<file path="config.mk">
export PLATFORM = sky130hd
export DESIGN_NAME = aspt_top
export DESIGN_NICKNAME = d
export VERILOG_FILES = /design/src/core/aspt_pkg.sv /design/src/core/aspt_baud_gen.sv /design/src/core/aspt_tx.sv /design/src/core/aspt_top.sv
export SDC_FILE = /design/constraint.sdc
export NUM_CORES = 1
export LEC_CHECK = 0
export CAP_MARGIN = 10
export CORE_MARGIN = 2
export CORE_UTILIZATION = 68
export CTS_CLUSTER_DIAMETER = 40
export DETAILED_ROUTE_END_ITERATION = 8
export DONT_BUFFER_PORTS = 1
export PLACE_DENSITY = 0.84
export SETUP_SLACK_MARGIN = 0.4
export SLEW_MARGIN = 20
export SYNTH_ARGS = -nofsm -noshare
export SYNTH_HDL_FRONTEND = slang
export SYNTH_SLANG_ARGS = --single-unit
</file>
<file path="constraint.sdc">
create_clock -name core_clk -period 6.27 [get_ports core_clk]
set_input_delay 0.3135 -clock core_clk [delete_from_list [all_inputs] [get_ports core_clk]]
set_output_delay 0.3135 -clock core_clk [all_outputs]
set_load 0.05 [all_outputs]
</file>
<file path="src/core/aspt_pkg.sv">
// constants and helpers for the async serial parity transceiver
package aspt_pkg;
  // ----------------------------------------------------------------
  // register offsets
  // ----------------------------------------------------------------
  localparam logic [2:0] OFF_MODE   = 3'h0; // async_mode_register
  localparam logic [2:0] OFF_STATUS = 3'h1; // async_error_status
  localparam logic [2:0] OFF_TXREG  = 3'h2; // transmit_shift_register
  localparam logic [2:0] OFF_RXBUF  = 3'h3; // receive_buffer
  localparam logic [2:0] OFF_BAUD   = 3'h4; // baud_generator_control
  // ----------------------------------------------------------------
  // mode register fields
  // ----------------------------------------------------------------
  localparam int MODE_TX_EN = 7; // transmit enable
  localparam int MODE_RX_EN = 6; // receive enable
  localparam int MODE_PS1  = 5; // parity select high
  localparam int MODE_PS0  = 4; // parity select low
  localparam int MODE_CL   = 3; // 1: eight character bits
  localparam int MODE_SL   = 2; // 1: two stop bits
  localparam int MODE_ESUP = 1; // done irq suppress on error frames
  localparam int MODE_SCK  = 0; // 1: internal baud clock
  // ----------------------------------------------------------------
  // status fields and reset values
  // ----------------------------------------------------------------
  localparam int ST_OVR = 0; // overrun_flag
  localparam int ST_FE  = 1; // framing error
  localparam int ST_PE  = 2; // parity error
  localparam logic [7:0] MODE_RST = 8'h00;
  localparam logic [7:0] BAUD_RST = 8'h00;
  // parity modes as printed in the mode register
  typedef enum logic [1:0] {
    PAR_NONE = 2'h0,
    PAR_ZERO = 2'h1,
    PAR_ODD  = 2'h2,
    PAR_EVEN = 2'h3
  } aspt_par_t;
  // parity bit for a character of 7 or 8 bits
  function automatic logic par_bit(input logic [7:0] d,
                                   input logic       len8,
                                   input aspt_par_t  pm);
    logic ones;
    ones = ^(len8 ? d : {1'b0, d[6:0]});
    case (pm)
      PAR_EVEN: par_bit = ones;
      PAR_ODD:  par_bit = ~ones;
      default:  par_bit = 1'b0;
    endcase
  endfunction : par_bit
endpackage : aspt_pkg

</file>
<file path="src/core/aspt_baud_gen.sv">
// baud clock source: internal divider or synchronised external clock
`timescale 1ns/1ps
module aspt_baud_gen (
  input  logic       core_clk,
  input  logic       nrst,
  input  logic       useInternal, // 1: divider, 0: pin
  input  logic [7:0] divisor,     // core cycles per tick minus one
  input  logic       extClkPin,   // external baud clock pin
  output logic       tick         // one-cycle baud enable
);
  logic [7:0] divCnt;   // internal divider count
  logic [2:0] extSync;  // two sync stages plus edge history
  // ----------------------------------------------------------------
  // pin synchroniser and divider
  // ----------------------------------------------------------------
  always_ff @(posedge core_clk or negedge nrst) begin
    if (!nrst) begin
      extSync <= 3'h0;
      divCnt  <= 8'h00;
      tick    <= 1'b0;
    end else begin
      extSync <= {extSync[1:0], extClkPin};
      if (useInternal) begin
        // count down and pulse on wrap
        tick   <= (divCnt == 8'h00);
        divCnt <= (divCnt == 8'h00) ? divisor : divCnt - 8'h01;
      end else begin
        // rising edge of the synchronised pin
        tick   <= extSync[1] & ~extSync[2];
        divCnt <= 8'h00;
      end
    end
  end
endmodule : aspt_baud_gen

</file>
<file path="src/core/aspt_tx.sv">
// transmitter: frames a character and shifts it out lsb first
`timescale 1ns/1ps
module aspt_tx #(
  parameter int BIT_TICKS = 16 // baud ticks per bit
) (
  input  logic              core_clk,
  input  logic              nrst,
  input  logic              tick,    // baud enable
  input  logic              txEn,    // transmit_enable_bit
  input  logic              load,    // write to shift register
  input  logic [7:0]        data,    // character
  input  logic              len8,    // eight character bits
  input  logic              twoStop, // two stop bits
  input  aspt_pkg::aspt_par_t pm,    // parity mode
  output logic              txd,     // serial out
  output logic              busy,    // frame in progress
  output logic              done     // one-cycle completion
);
  logic [11:0] frame;  // remaining bits, lsb is on the line
  logic [3:0]  bitsLeft; // bits still to send
  logic [7:0]  tickCnt;  // ticks within current bit
  logic [11:0] next_frame; // frame built at load
  logic [3:0]  next_len;   // its length in bits
  // ----------------------------------------------------------------
  // frame builder
  // ----------------------------------------------------------------
  always_comb begin
    int pos;
    pos = len8 ? 9 : 8;
    next_frame = 12'hFFF;                 // stop bits idle high
    next_frame[0] = 1'b0;                 // start bit
    for (int i = 0; i < 8; i++)
      if (i < pos - 1) next_frame[i + 1] = data[i];
    if (pm != aspt_pkg::PAR_NONE) begin   // RULE6
      next_frame[pos] = aspt_pkg::par_bit(data, len8, pm); // RULE1 RULE3 RULE5
      pos = pos + 1;
    end
    pos = pos + (twoStop ? 2 : 1);        // RULE8 RULE23
    next_len = 4'(pos);
  end
  // ----------------------------------------------------------------
  // shifter
  // ----------------------------------------------------------------
  always_ff @(posedge core_clk or negedge nrst) begin
    if (!nrst) begin                      // RULE12
      frame <= 12'hFFF;
      bitsLeft <= 4'h0;
      tickCnt <= 8'h00;
      txd <= 1'b1;
      busy <= 1'b0;
      done <= 1'b0;
    end else begin
      done <= 1'b0;
      if (!txEn) begin                    // RULE11
        busy <= 1'b0;
        txd <= 1'b1;                      // RULE25
      end else if (!busy) begin
        txd <= 1'b1;                      // RULE10
        if (load) begin                   // RULE7
          frame <= next_frame;
          bitsLeft <= next_len;
          tickCnt <= 8'h00;
          txd <= next_frame[0];
          busy <= 1'b1;
        end
      end else if (tick) begin
        if (tickCnt == 8'(BIT_TICKS - 1)) begin // RULE26
          tickCnt <= 8'h00;
          frame <= {1'b1, frame[11:1]};
          bitsLeft <= bitsLeft - 4'h1;
          txd <= frame[1];
          if (bitsLeft == 4'h1) begin     // RULE9
            busy <= 1'b0;
            done <= 1'b1;
            txd <= 1'b1;
          end
        end else begin
          tickCnt <= tickCnt + 8'h01;
        end
      end
    end
  end
endmodule : aspt_tx

</file>
<file path="src/core/aspt_top.sv">
// async serial parity transceiver: registers, receiver, transmitter
// Notes on behaviour
// (RULE1) even parity: sent ones total even
// (RULE2) even parity: odd received total is error
// (RULE3) odd parity: sent ones total odd
// (RULE4) odd parity: even received total is error
// (RULE5) zero parity: send zero, never check
// (RULE6) no parity: no bit, no error
// (RULE7) write starts transmission while enabled
// (RULE8) start, parity, stop bits added automatically
// (RULE9) empty shift register raises transmit done
// (RULE10) without new write transmitter stays idle
// (RULE11) clearing transmit enable aborts at once
// (RULE12) after reset empty, no done pulse
// (RULE13) software avoids mode rewrite during transmit
// (RULE14) receive enable starts sampling serial input
// (RULE15) low after m ticks confirms start bit; code checks after HALF_M ticks, half a bit
// (RULE16) frame end loads buffer, raises receive done
// (RULE17) errored frame buffered; done unless suppressed
// (RULE18) clearing receive enable stops, changes nothing
// (RULE19) parity, framing, overrun flagged with irq
// (RULE20) missing stop bit is framing error
// (RULE21) unread buffer at frame end is overrun
// (RULE22) flags clear on buffer read or frame
// (RULE23) frame is start, 7/8, parity, 1/2 stop
// (RULE24) overrun clears other flags unless recurring
// (RULE25) serial output idles high
// (RULE26) lsb first, one baud period per bit
`timescale 1ns/1ps
module aspt_top #(
  parameter int HALF_M = 8 // baud ticks to the start check, half a bit
) (
  input  logic       core_clk,
  input  logic       nrst,
  input  logic [2:0] addr,           // register address
  input  logic [7:0] wrData,         // write data
  input  logic       wrStb,          // write strobe
  input  logic       rdStb,          // read strobe
  output logic [7:0] rdData,         // read data, cycle after strobe
  input  logic       rxdPin,         // serial in
  input  logic       extBaudPin,     // external baud clock
  output logic       txdPin,         // serial out
  output logic       transmit_done_irq,  // pulse
  output logic       receive_done_irq,   // pulse
  output logic       receive_error_irq   // pulse
);
  localparam int BIT_TICKS = 2 * HALF_M; // ticks per bit
  // ----------------------------------------------------------------
  // declarations
  // ----------------------------------------------------------------
  logic [7:0] modeReg;     // async_mode_register
  logic [7:0] baudReg;     // baud_generator_control
  logic [2:0] status;      // async_error_status
  logic [7:0] rxBuf;       // receive_buffer
  logic       bufFull;     // unread character in buffer
  logic [1:0] rxSync;      // serial in synchroniser
  logic       rxPrev;      // previous synchronised level
  logic       baudTick;    // baud enable
  logic       txBusy;      // frame leaving
  logic       txDone;      // transmitter finished frame
  logic       txLine;      // transmitter serial level
  logic [7:0] rxShift;     // character being assembled
  logic [3:0] bitIdx;      // character bit position
  logic [7:0] tickCnt;     // divide-by-m counter
  logic       rxParity;    // received parity bit
  logic       frameEnd;    // stop bit sampled this cycle
  logic [2:0] next_flags;  // error flags of finishing frame
  logic       rxLevel;     // synchronised serial in
  logic       rdBuf;       // software reads the buffer
  logic       txOn;        // transmit enable
  logic       rxOn;        // receive enable
  logic       len8;        // eight character bits
  aspt_pkg::aspt_par_t pm; // parity mode
  // receiver states
  typedef enum logic [4:0] {
    RX_IDLE  = 5'h01,
    RX_START = 5'h02,
    RX_DATA  = 5'h04,
    RX_PAR   = 5'h08,
    RX_STOP  = 5'h10
  } aspt_rx_t;
  aspt_rx_t rxState;       // receiver state
  // ----------------------------------------------------------------
  // field decode
  // ----------------------------------------------------------------
  assign txOn    = modeReg[aspt_pkg::MODE_TX_EN];
  assign rxOn    = modeReg[aspt_pkg::MODE_RX_EN];
  assign len8    = modeReg[aspt_pkg::MODE_CL];
  assign pm      = aspt_pkg::aspt_par_t'(
                     modeReg[aspt_pkg::MODE_PS1:aspt_pkg::MODE_PS0]);
  assign rxLevel = rxSync[1];
  assign rdBuf   = rdStb && (addr == aspt_pkg::OFF_RXBUF);
  // ----------------------------------------------------------------
  // register writes
  // ----------------------------------------------------------------
  // mode and baud control, written by software only
  always_ff @(posedge core_clk or negedge nrst) begin
    if (!nrst) begin
      modeReg <= aspt_pkg::MODE_RST;
      baudReg <= aspt_pkg::BAUD_RST;
    end else if (wrStb) begin
      if (addr == aspt_pkg::OFF_MODE) modeReg <= wrData;
      if (addr == aspt_pkg::OFF_BAUD) baudReg <= wrData;
    end
  end
  // ----------------------------------------------------------------
  // register reads
  // ----------------------------------------------------------------
  // data stand one cycle after the strobe, zero otherwise
  always_ff @(posedge core_clk or negedge nrst) begin
    if (!nrst) begin
      rdData <= 8'h00;
    end else if (rdStb) begin
      case (addr)
        aspt_pkg::OFF_MODE:   rdData <= modeReg;
        aspt_pkg::OFF_STATUS: rdData <= {5'h00, status};
        aspt_pkg::OFF_RXBUF:  rdData <= rxBuf;
        aspt_pkg::OFF_BAUD:   rdData <= baudReg;
        default:              rdData <= 8'h00; // unmapped and OFF_TXREG
      endcase
    end else begin
      rdData <= 8'h00;
    end
  end
  // ----------------------------------------------------------------
  // baud source and transmitter
  // ----------------------------------------------------------------
  aspt_baud_gen u_baud (
    .core_clk    (core_clk),
    .nrst        (nrst),
    .useInternal (modeReg[aspt_pkg::MODE_SCK]),
    .divisor     (baudReg),
    .extClkPin   (extBaudPin),
    .tick        (baudTick)
  );
  aspt_tx #(
    .BIT_TICKS (BIT_TICKS)
  ) u_tx (
    .core_clk (core_clk),
    .nrst     (nrst),
    .tick     (baudTick),
    .txEn     (txOn),
    .load     (wrStb && (addr == aspt_pkg::OFF_TXREG)), // RULE7
    .data     (wrData),
    .len8     (len8),
    .twoStop  (modeReg[aspt_pkg::MODE_SL]),
    .pm       (pm),
    .txd      (txLine),
    .busy     (txBusy),
    .done     (txDone)
  );
  // output flops for serial out and transmit completion
  always_ff @(posedge core_clk or negedge nrst) begin
    if (!nrst) begin
      txdPin            <= 1'b1;            // RULE25
      transmit_done_irq <= 1'b0;            // RULE12
    end else begin
      txdPin            <= txLine;
      transmit_done_irq <= txDone;          // RULE9
    end
  end
  // ----------------------------------------------------------------
  // serial in synchroniser
  // ----------------------------------------------------------------
  always_ff @(posedge core_clk or negedge nrst) begin
    if (!nrst) begin
      rxSync <= 2'h3;
      rxPrev <= 1'b1;
    end else begin
      rxSync <= {rxSync[0], rxdPin};
      rxPrev <= rxLevel;
    end
  end
  // ----------------------------------------------------------------
  // error flags of the finishing frame
  // ----------------------------------------------------------------
  always_comb begin
    next_flags = 3'h0;
    next_flags[aspt_pkg::ST_FE]  = !rxLevel;          // RULE20
    next_flags[aspt_pkg::ST_OVR] = bufFull && !rdBuf; // RULE21
    if (pm == aspt_pkg::PAR_EVEN || pm == aspt_pkg::PAR_ODD)
      next_flags[aspt_pkg::ST_PE] = rxParity !=
        aspt_pkg::par_bit(rxShift, len8, pm);         // RULE2 RULE4
  end
  assign frameEnd = rxOn && baudTick && (rxState == RX_STOP) &&
                    (tickCnt == 8'(BIT_TICKS - 1));
  // ----------------------------------------------------------------
  // receiver sequencer
  // ----------------------------------------------------------------
  always_ff @(posedge core_clk or negedge nrst) begin
    if (!nrst) begin
      rxState  <= RX_IDLE;
      tickCnt  <= 8'h00;
      bitIdx   <= 4'h0;
      rxShift  <= 8'h00;
      rxParity <= 1'b0;
    end else if (!rxOn) begin
      rxState <= RX_IDLE;                  // RULE18
      tickCnt <= 8'h00;
    end else begin
      case (rxState)
        RX_IDLE: begin                     // RULE14
          tickCnt <= 8'h00;
          if (rxPrev && !rxLevel) rxState <= RX_START; // RULE15
        end
        RX_START: begin
          if (baudTick) begin
            if (tickCnt == 8'(HALF_M - 1)) begin
              tickCnt <= 8'h00;            // RULE15
              bitIdx  <= 4'h0;
              rxShift <= 8'h00;
              rxState <= rxLevel ? RX_IDLE : RX_DATA;
            end else begin
              tickCnt <= tickCnt + 8'h01;
            end
          end
        end
        RX_DATA: begin
          if (baudTick) begin
            if (tickCnt == 8'(BIT_TICKS - 1)) begin
              tickCnt <= 8'h00;
              rxShift[bitIdx[2:0]] <= rxLevel; // RULE26
              bitIdx <= bitIdx + 4'h1;
              if (bitIdx == (len8 ? 4'h7 : 4'h6))  // RULE23
                rxState <= (pm == aspt_pkg::PAR_NONE) ?
                           RX_STOP : RX_PAR; // RULE6
            end else begin
              tickCnt <= tickCnt + 8'h01;
            end
          end
        end
        RX_PAR: begin
          if (baudTick) begin
            if (tickCnt == 8'(BIT_TICKS - 1)) begin
              tickCnt  <= 8'h00;
              rxParity <= rxLevel;
              rxState  <= RX_STOP;
            end else begin
              tickCnt <= tickCnt + 8'h01;
            end
          end
        end
        RX_STOP: begin
          if (baudTick) begin
            if (frameEnd) begin
              tickCnt <= 8'h00;
              rxState <= RX_IDLE;          // one stop bit checked
            end else begin
              tickCnt <= tickCnt + 8'h01;
            end
          end
        end
        default: rxState <= RX_IDLE;
      endcase
    end
  end
  // ----------------------------------------------------------------
  // receive buffer, status and receive irqs
  // ----------------------------------------------------------------
  // a frame ending in the read cycle wins over the read clear
  always_ff @(posedge core_clk or negedge nrst) begin
    if (!nrst) begin
      rxBuf             <= 8'h00;
      bufFull           <= 1'b0;
      status            <= 3'h0;
      receive_done_irq  <= 1'b0;
      receive_error_irq <= 1'b0;
    end else begin
      receive_done_irq  <= 1'b0;
      receive_error_irq <= 1'b0;
      if (frameEnd) begin
        rxBuf   <= rxShift;                // RULE16 RULE17
        bufFull <= 1'b1;
        status  <= next_flags;             // RULE22 RULE24
        receive_error_irq <= |next_flags;  // RULE19
        receive_done_irq  <= !(|next_flags) ||
                             !modeReg[aspt_pkg::MODE_ESUP]; // RULE17
      end else if (rdBuf) begin
        bufFull <= 1'b0;
        status  <= 3'h0;                   // RULE22
      end
    end
  end
  // ----------------------------------------------------------------
  // checks
  // ----------------------------------------------------------------
  a_err_irq_flag: assert property ( // RULE19
    @(posedge core_clk) disable iff (!nrst)
    receive_error_irq |-> status != 3'h0)
    else $error("error irq without a flag");
  a_done_suppress: assert property ( // RULE17
    @(posedge core_clk) disable iff (!nrst)
    receive_error_irq && receive_done_irq
      |-> !$past(modeReg[aspt_pkg::MODE_ESUP]))
    else $error("done irq on error while suppressed");
  a_no_par_error: assert property ( // RULE5
    @(posedge core_clk) disable iff (!nrst)
    $rose(bufFull) && $past(pm) inside {aspt_pkg::PAR_NONE,
                                         aspt_pkg::PAR_ZERO}
      |-> !status[aspt_pkg::ST_PE])
    else $error("parity error in unchecked mode");
  a_read_clears: assert property ( // RULE22
    @(posedge core_clk) disable iff (!nrst)
    rdBuf && !frameEnd |=> status == 3'h0 && !bufFull)
    else $error("buffer read left flags set");
  a_overrun_set: assert property ( // RULE21
    @(posedge core_clk) disable iff (!nrst)
    frameEnd && bufFull && !rdBuf
      |=> status[aspt_pkg::ST_OVR] && receive_error_irq)
    else $error("overrun not flagged");
  a_rx_abort: assert property ( // RULE18
    @(posedge core_clk) disable iff (!nrst)
    !rxOn |=> rxState == RX_IDLE && !receive_done_irq
             && $stable(rxBuf) && $stable(bufFull))
    else $error("receiver ran while disabled");
  a_tx_idle_high: assert property ( // RULE25
    @(posedge core_clk) disable iff (!nrst)
    !txOn ##1 !txOn |=> txdPin)
    else $error("serial out low while disabled");
  a_tx_start: assert property ( // RULE7
    @(posedge core_clk) disable iff (!nrst)
    wrStb && addr == aspt_pkg::OFF_TXREG && txOn && !txBusy
      |=> txBusy ##1 !txdPin)
    else $error("write did not start a frame");
  a_tx_done: assert property ( // RULE9
    @(posedge core_clk) disable iff (!nrst)
    $fell(txBusy) && txOn |=> transmit_done_irq && txdPin)
    else $error("frame end without done pulse");
endmodule : aspt_top

</file>
# [Word level (Yosys, flattened, before mapping)]
# Cells that the tools add are included.
# Widths: inputs -> output; s select.
[word_totals] register_bits=108 in_bits=17 wordCells=220
[op_classes] n_addsub=8 magnitude_cmp=12 eq_ne=37 n_mux=98 n_bitwise=4 reduce_logical=35
[ops] op="$mux 8" count=20
[ops] op="$lt 4x32->1 const A" count=4
[ops] op="$lt 3x32->1 const A" count=2
[ops] op="$pmux 8 s4" count=2
[ops] op="$mux 12" count=5
[ops] op="$mux 5" count=12
[ops] op="$mux 1" count=37
[ops] op="$mux 4" count=9
[ops] op="$ge 32x1->1 const B" count=1
[ops] op="$lt 1x32->1 const A" count=1
[ops] op="$lt 2x32->1 const A" count=1
[ops] op="$lt 32x6->1 const B" count=1
[ops] op="$sub 32x2->32 const B" count=1
[ops] op="$pmux 5 s5" count=1
[ops] op="$ne 3x3->1 const B" count=8
[ops] op="$add 8x1->8 const B" count=2
[ops] op="$eq 8x4->1 const B" count=2
[ops] op="$pmux 8 s2" count=1
[ops] op="$reduce_xor 8->1" count=2
[ops] op="$ne 3x2->1 const B" count=5
[ops] op="$bwmux 12" count=1
[ops] op="$reduce_and 4->1" count=3
[ops] op="$reduce_and 10->1" count=1
[ops] op="$logic_and 1x1->1" count=9
[ops] op="other kinds (42)" count=63

# [Depth between registers and ports, before layout]
[depth] depth_word=11 ltp_mapped=8 ltp_nobuf=7

# [Hierarchy]
# From an unflattened synthesis, not the netlist that was laid out.
[unflattened] cells_unflattened=519 area_unflattened_um2=5502.8
[by_module_without_submodules] mod="aspt_top" n_inst=1 cells_per_inst=326 area_each_um2=3500.9 seq_area_each_um2=1732.9
[by_module_without_submodules] mod="aspt_tx" n_inst=1 cells_per_inst=142 area_each_um2=1410.1 seq_area_each_um2=613.1
[by_module_without_submodules] mod="aspt_baud_gen" n_inst=1 cells_per_inst=51 area_each_um2=591.8 seq_area_each_um2=300.3

# [Worst setup path before layout]
# OpenSTA, ideal clock, no wires.
[synth_path] kind="register to register" from="register rxState[0]" to="register tickCnt[5]" setup_time_ns=0.121 t_arrival_ns=1.841 required_ns=6.149 slack_ns=4.308 path_stages_with_launch=9 cell_sequence="dfstp_2 > buf_2 > xor2_1 > nor2_1 > o41ai_2 > o22ai_2 > buf_4 > a21o_1 > a22o_1"
[synth_via] elab_chain_len=7 elab_cells_between_ends=17 cone_classes="eq/ne: 9; mux: 4; reduce/logical: 4"
[synth_rtl] item="start, declared" line_no="aspt_top.sv:82" source="aspt_rx_t rxState;"
[synth_rtl] item="start signal, assigned" line_no="aspt_top.sv:212" source="rxState <= rxLevel ? RX_IDLE : RX_DATA;"
[synth_rtl] item="start signal, assigned" line_no="aspt_top.sv:225" source="rxState <= (pm == aspt_pkg::PAR_NONE) ?"
[synth_rtl] item="$eq 5x5->1" line_no="aspt_top.sv:185, aspt_top.sv:201"
[synth_rtl] item="$logic_and 1x1->1 (2 in a row)" line_no="aspt_top.sv:185" source="assign frameEnd = rxOn && baudTick && (rxState == RX_STOP) &&"
[synth_rtl] item="$mux 8" line_no="aspt_top.sv:245" source="if (frameEnd) begin"
[synth_rtl] item="$mux 8" line_no="aspt_top.sv:244" source="if (baudTick) begin"
[synth_rtl] item="$pmux 8 s4" line_no="aspt_top.sv:201" source="case (rxState)"
[synth_rtl] item="$mux 8" line_no="aspt_top.sv:197" source="end else if (!rxOn) begin"
[synth_rtl] item="end signal, assigned" line_no="aspt_top.sv:214" source="tickCnt <= tickCnt + 8'h01;"
[synth_rtl] item="end signal, assigned" line_no="aspt_top.sv:239" source="tickCnt <= tickCnt + 8'h01;"
[synth_rtl] item="end signal, assigned" line_no="aspt_top.sv:249" source="tickCnt <= tickCnt + 8'h01;"
[synth_rtl] item="end, declared" line_no="aspt_top.sv:64" source="logic [7:0] tickCnt;"
# Several ways; a longest one is shown, not always the timed one. The select of a mux whose other input is x is not followed.
# A chain may end at the register's enable or synchronous reset.

# [Worst setup path in the final report]
[layout_path] from="register rxState[0]" to="register tickCnt[3]"
# The elaborated chain is that of the path after synthesis.

==> results.py <==
metrics = {
    "layout": {
        "multiInputGateArea_um2": 2500,
        "area_delta_synth_final_pct": 4.27,
        "fin_area_um2": 5570,
        "register_area_um2": 2650,
        "drive_gt1_frac": 0.130,
        "nNetsFinal": 521,
        "final_util": 0.728,
        "fillCellCount": 533,
        "antennaDiodeCount": 0,
        "final_cells": 601,
    },
    "logic_synthesis": {
        "async_reset_ff_frac": 1.00,
        "syn_inst": 508,
        "synth-seq-area-share": 0.496,
        "synth_seq_cells": 105,
        "syn_nets": 534,
        "synth_compound_area_frac": 0.153,
        "synth_edf_count": 0,
        "yosysUniqueCellTypes": 65,
        "synth_area_um2": 5340,
        "synthAdderAreaFrac": 0.0225,
        "synthMuxAreaShare": 0.0860,
        "syn_avg_cell_area_um2": 10.5,
        "synth_xor_area_frac": 0.0525,
        "yosysWarnings": 0,
        "ys.flop_type": "dfrtp_1",
        "synth_top_family_by_area": "compound AO/OA/AOI/OAI gates",
        "yosys.area_share.simple": 0.150,
    },
    "timing": {
        "finalCritPeriodShare": 0.383,
        "rsz0062_at_grt": "false",
        "finalHoldViolCount": 0,
        "fmax_mhz": 416,
        "skew_ns": 0.0103,
        "fin_tns_setup_ns": 0,
        "finalSetupViolations": 0,
        "maxSlewHeadroom": 0.494,
        "fin_crit_ns": 2.40,
        "tightest_slew_ns": 0.760,
        "drv_slew": 0,
    },
    "clock_tree": {
        "root_buffer": "clkbuf_8",
        "clk_path_buf_depth": 2,
        "cts.clk_slew.worst_paths_ns": 0.10,
        "clock_latency_ns": 0.37,
        "cts-htree-levels": 3,
        "cts_tree": "built",
        "clock_sinks": 105,
        "cts_made_buffers": 9,
        "post_cts_buffers": 0,
    },
    "outcome": {
        "status": "completed",
    },
    "die": {
        "die_width_um": 92.6,
        "ios": 29,
        "initial_utilization": 0.698,
        "dieArea_um2": 8580,
        "die_y_um": 92.6,
        "rows": 32,
        "coreArea_um2": 7650,
    },
    "worst_setup_path": {
        "cp_max_fo": 14,
        "required_ns": 6.54,
        "cp_cell_sequence": "nor2_1 -> nand3_1 -> o41ai_2 -> o22ai_2 -> and2b_4 -> a22o_1",
        "arrival_ns": 2.67,
        "worst-path-buf-inv": 0,
        "cp_slowest_stage_delay_ns": 0.61,
        "worstSetupEndpointType": "flip-flop",
        "cp-start-kind": "flip-flop",
        "path_class": "flip-flop to flip-flop",
        "cpLargestDelayFamily": "compound AO/OA/AOI/OAI gates",
        "cp_slowest_cell": "dfstp_2",
    },
    "placement": {
        "dpl_cell_area_um2": 5330,
        "dp_hpwl_um": 7450,
        "io_buffers": 0,
        "place_congestion": 0.876,
        "dp_cells": 582,
    },
    "grt": {
        "grt_max_degree": 106,
        "antenna_found_initial": 0,
        "overflow": 0,
        "grt_pass1_vias": 3756,
        "grt_pass1_wl_um": 18500,
        "grt.total_usage": 0.275,
    },
    "routing": {
        "dr.pass1.iters": 5,
        "wl_um": 10700,
        "avgViaCountPerCell": 6.23,
        "ant_nets": 0,
        "wl_per_cell_um": 17.8,
        "drc": 0,
        "drtIter0Drc": 203,
        "vias": 3745,
    },
    "job": {
        "cap_violations": 0,
    },
    "power": {
        "p_leak_uw": 0.00250,
        "power_uw": 1730,
        "vdd_drop_max_uv": 136,
        "powerDensity_nw_per_um2": 311,
    },
    "hold_path": {
        "hp-class": "primary input to flip-flop",
    },
}
-- cell usage in the layout, fill, tap and decap left out, drive strengths merged, types with 9 or more instances in the layout --
cell | Yosys | final
o21ai | 39 | 39
nand2 | 36 | 36
mux2i | 14 | 14
dfstp | 15 | 15
xor2 | 12 | 12
dfrtp | 90 | 90
inv | 19 | 20
a21oi | 24 | 24
nor2b | 9 | 9
mux2 | 27 | 27
nand3 | 23 | 23
nor2 | 49 | 49
clkbuf | 12 | 11
xnor2 | 14 | 14
-- worst paths after layout --
| kind | start | to | slack [ns] | cells past startpoint |
|---|---|---|---|---|
| worst max-delay path | rxState[0] | tickCnt[3] | 3.87 | 6 |
| worst min-delay path | rdStb | status[0] | 0.03 | 1 |
| worst max register to register | rxState[0] | tickCnt[3] | 3.87 | 6 |
| worst min register to register | rxSync[0] | rxSync[1] | 0.36 | 0 |
| max in group asynchronous | nrst | rxState[0] | 5.29 | 2 |
| min in group asynchronous | nrst | u_tx.tickCnt[3] | 0.54 | 2 |
-- cell usage after synthesis, drive strengths merged, types with 3 or more instances --
library cell / count / share of area
mux2: 27 / 0.060
a21o: 3 / 0.0042
dfrtp: 90 / 0.42
inv: 19 / 0.013
o41ai: 6 / 0.011
buf: 16 / 0.019
mux2i: 14 / 0.026
nor2b: 9 / 0.011
nor2: 49 / 0.035
a21oi: 24 / 0.025
a22oi: 6 / 0.0084
o31ai: 7 / 0.0098
nand2b: 4 / 0.0052
dfstp: 15 / 0.074
o211a: 8 / 0.015
clkbuf: 12 / 0.0084
and2: 4 / 0.0047
a211oi: 3 / 0.0042
xnor2: 14 / 0.023
nand3: 23 / 0.022
nand4: 3 / 0.0047
and3: 4 / 0.0047
ha: 8 / 0.019
nor3: 8 / 0.0075
o21ai: 39 / 0.037
a31oi: 8 / 0.0094
a22o: 4 / 0.0066
nand3b: 4 / 0.0056
nand2: 36 / 0.025
xor2: 12 / 0.021
nor4: 5 / 0.0087
-- per-layer routing --
metal | up-vias | wire (µm) | part of all wire | track usage
met2 | 111 | 5320 | 0.50 | 0.452
met3 | 18 | 592 | 0.055 | 0.0545
li1 | 1784 | - | - | -
met5 | - | 0 | 0 | 0
met4 | 0 | 200 | 0.019 | 0.0858
met1 | 1832 | 4600 | 0.43 | 0.374
-- flip-flops by register name, indices dropped and copies added, names as in the netlist, 2 cells and up --
name / cells
rxSync: 2
u_tx.frame: 9
rdData: 8
baudReg: 8
rxShift: 8
u_baud.divCnt: 8
u_baud.extSync: 3
bitIdx: 4
status: 3
modeReg: 8
rxState: 5
rxBuf: 8
u_tx.tickCnt: 8
tickCnt: 8
u_tx.bitsLeft: 4
-- power by group --
group | switching (µW) | total, µW | internal, µW
combinational | 229 | 430 | 201
clock | 224 | 368 | 144
sequential | 128 | 934 | 806
total | 581 | 1730 | 1150
-- cells by family (layout without fill, tap and decap cells) --
kind of cell,Yosys count,after routing
and+or+nand+nor,160,160
AOI/OAI and AO/OA,118,118
DFF,105,105
buffers and inverters,47,38
muxes,41,41
xor gates and xnor gates,28,28
adders and majority gates,9,9
-- final cells by class --
class,count,share of cell area
Clock buffer,11,0.0236
Clock inverter,4,0.00539
Inverter,19,0.0128
Multi-Input combinational cell,356,0.450
Sequential cell,105,0.475
Tap cell,102,0.0229
Timing Repair Buffer,4,0.0103
-- stage by stage --
stage	setup slack, ns	hold slack (ns)
6_report	3.87	0.0269
5_1_grt	3.68	0.0110
4_1_cts	3.75	0.0155
3_5_place_dp	3.77	0.0204
3_3_place_gp	3.86	0.0206
2_1_floorplan	4.31	0.0179
-- repair_timing --
item / CTS / global route
setup endpoints to repair: 0 / 0
hold buffers: 4 / 0
endpoints found under the hold margin: 107 / 0
resized for setup: 0 / 0
Note: power is estimated with default switching activity, not from simulation.
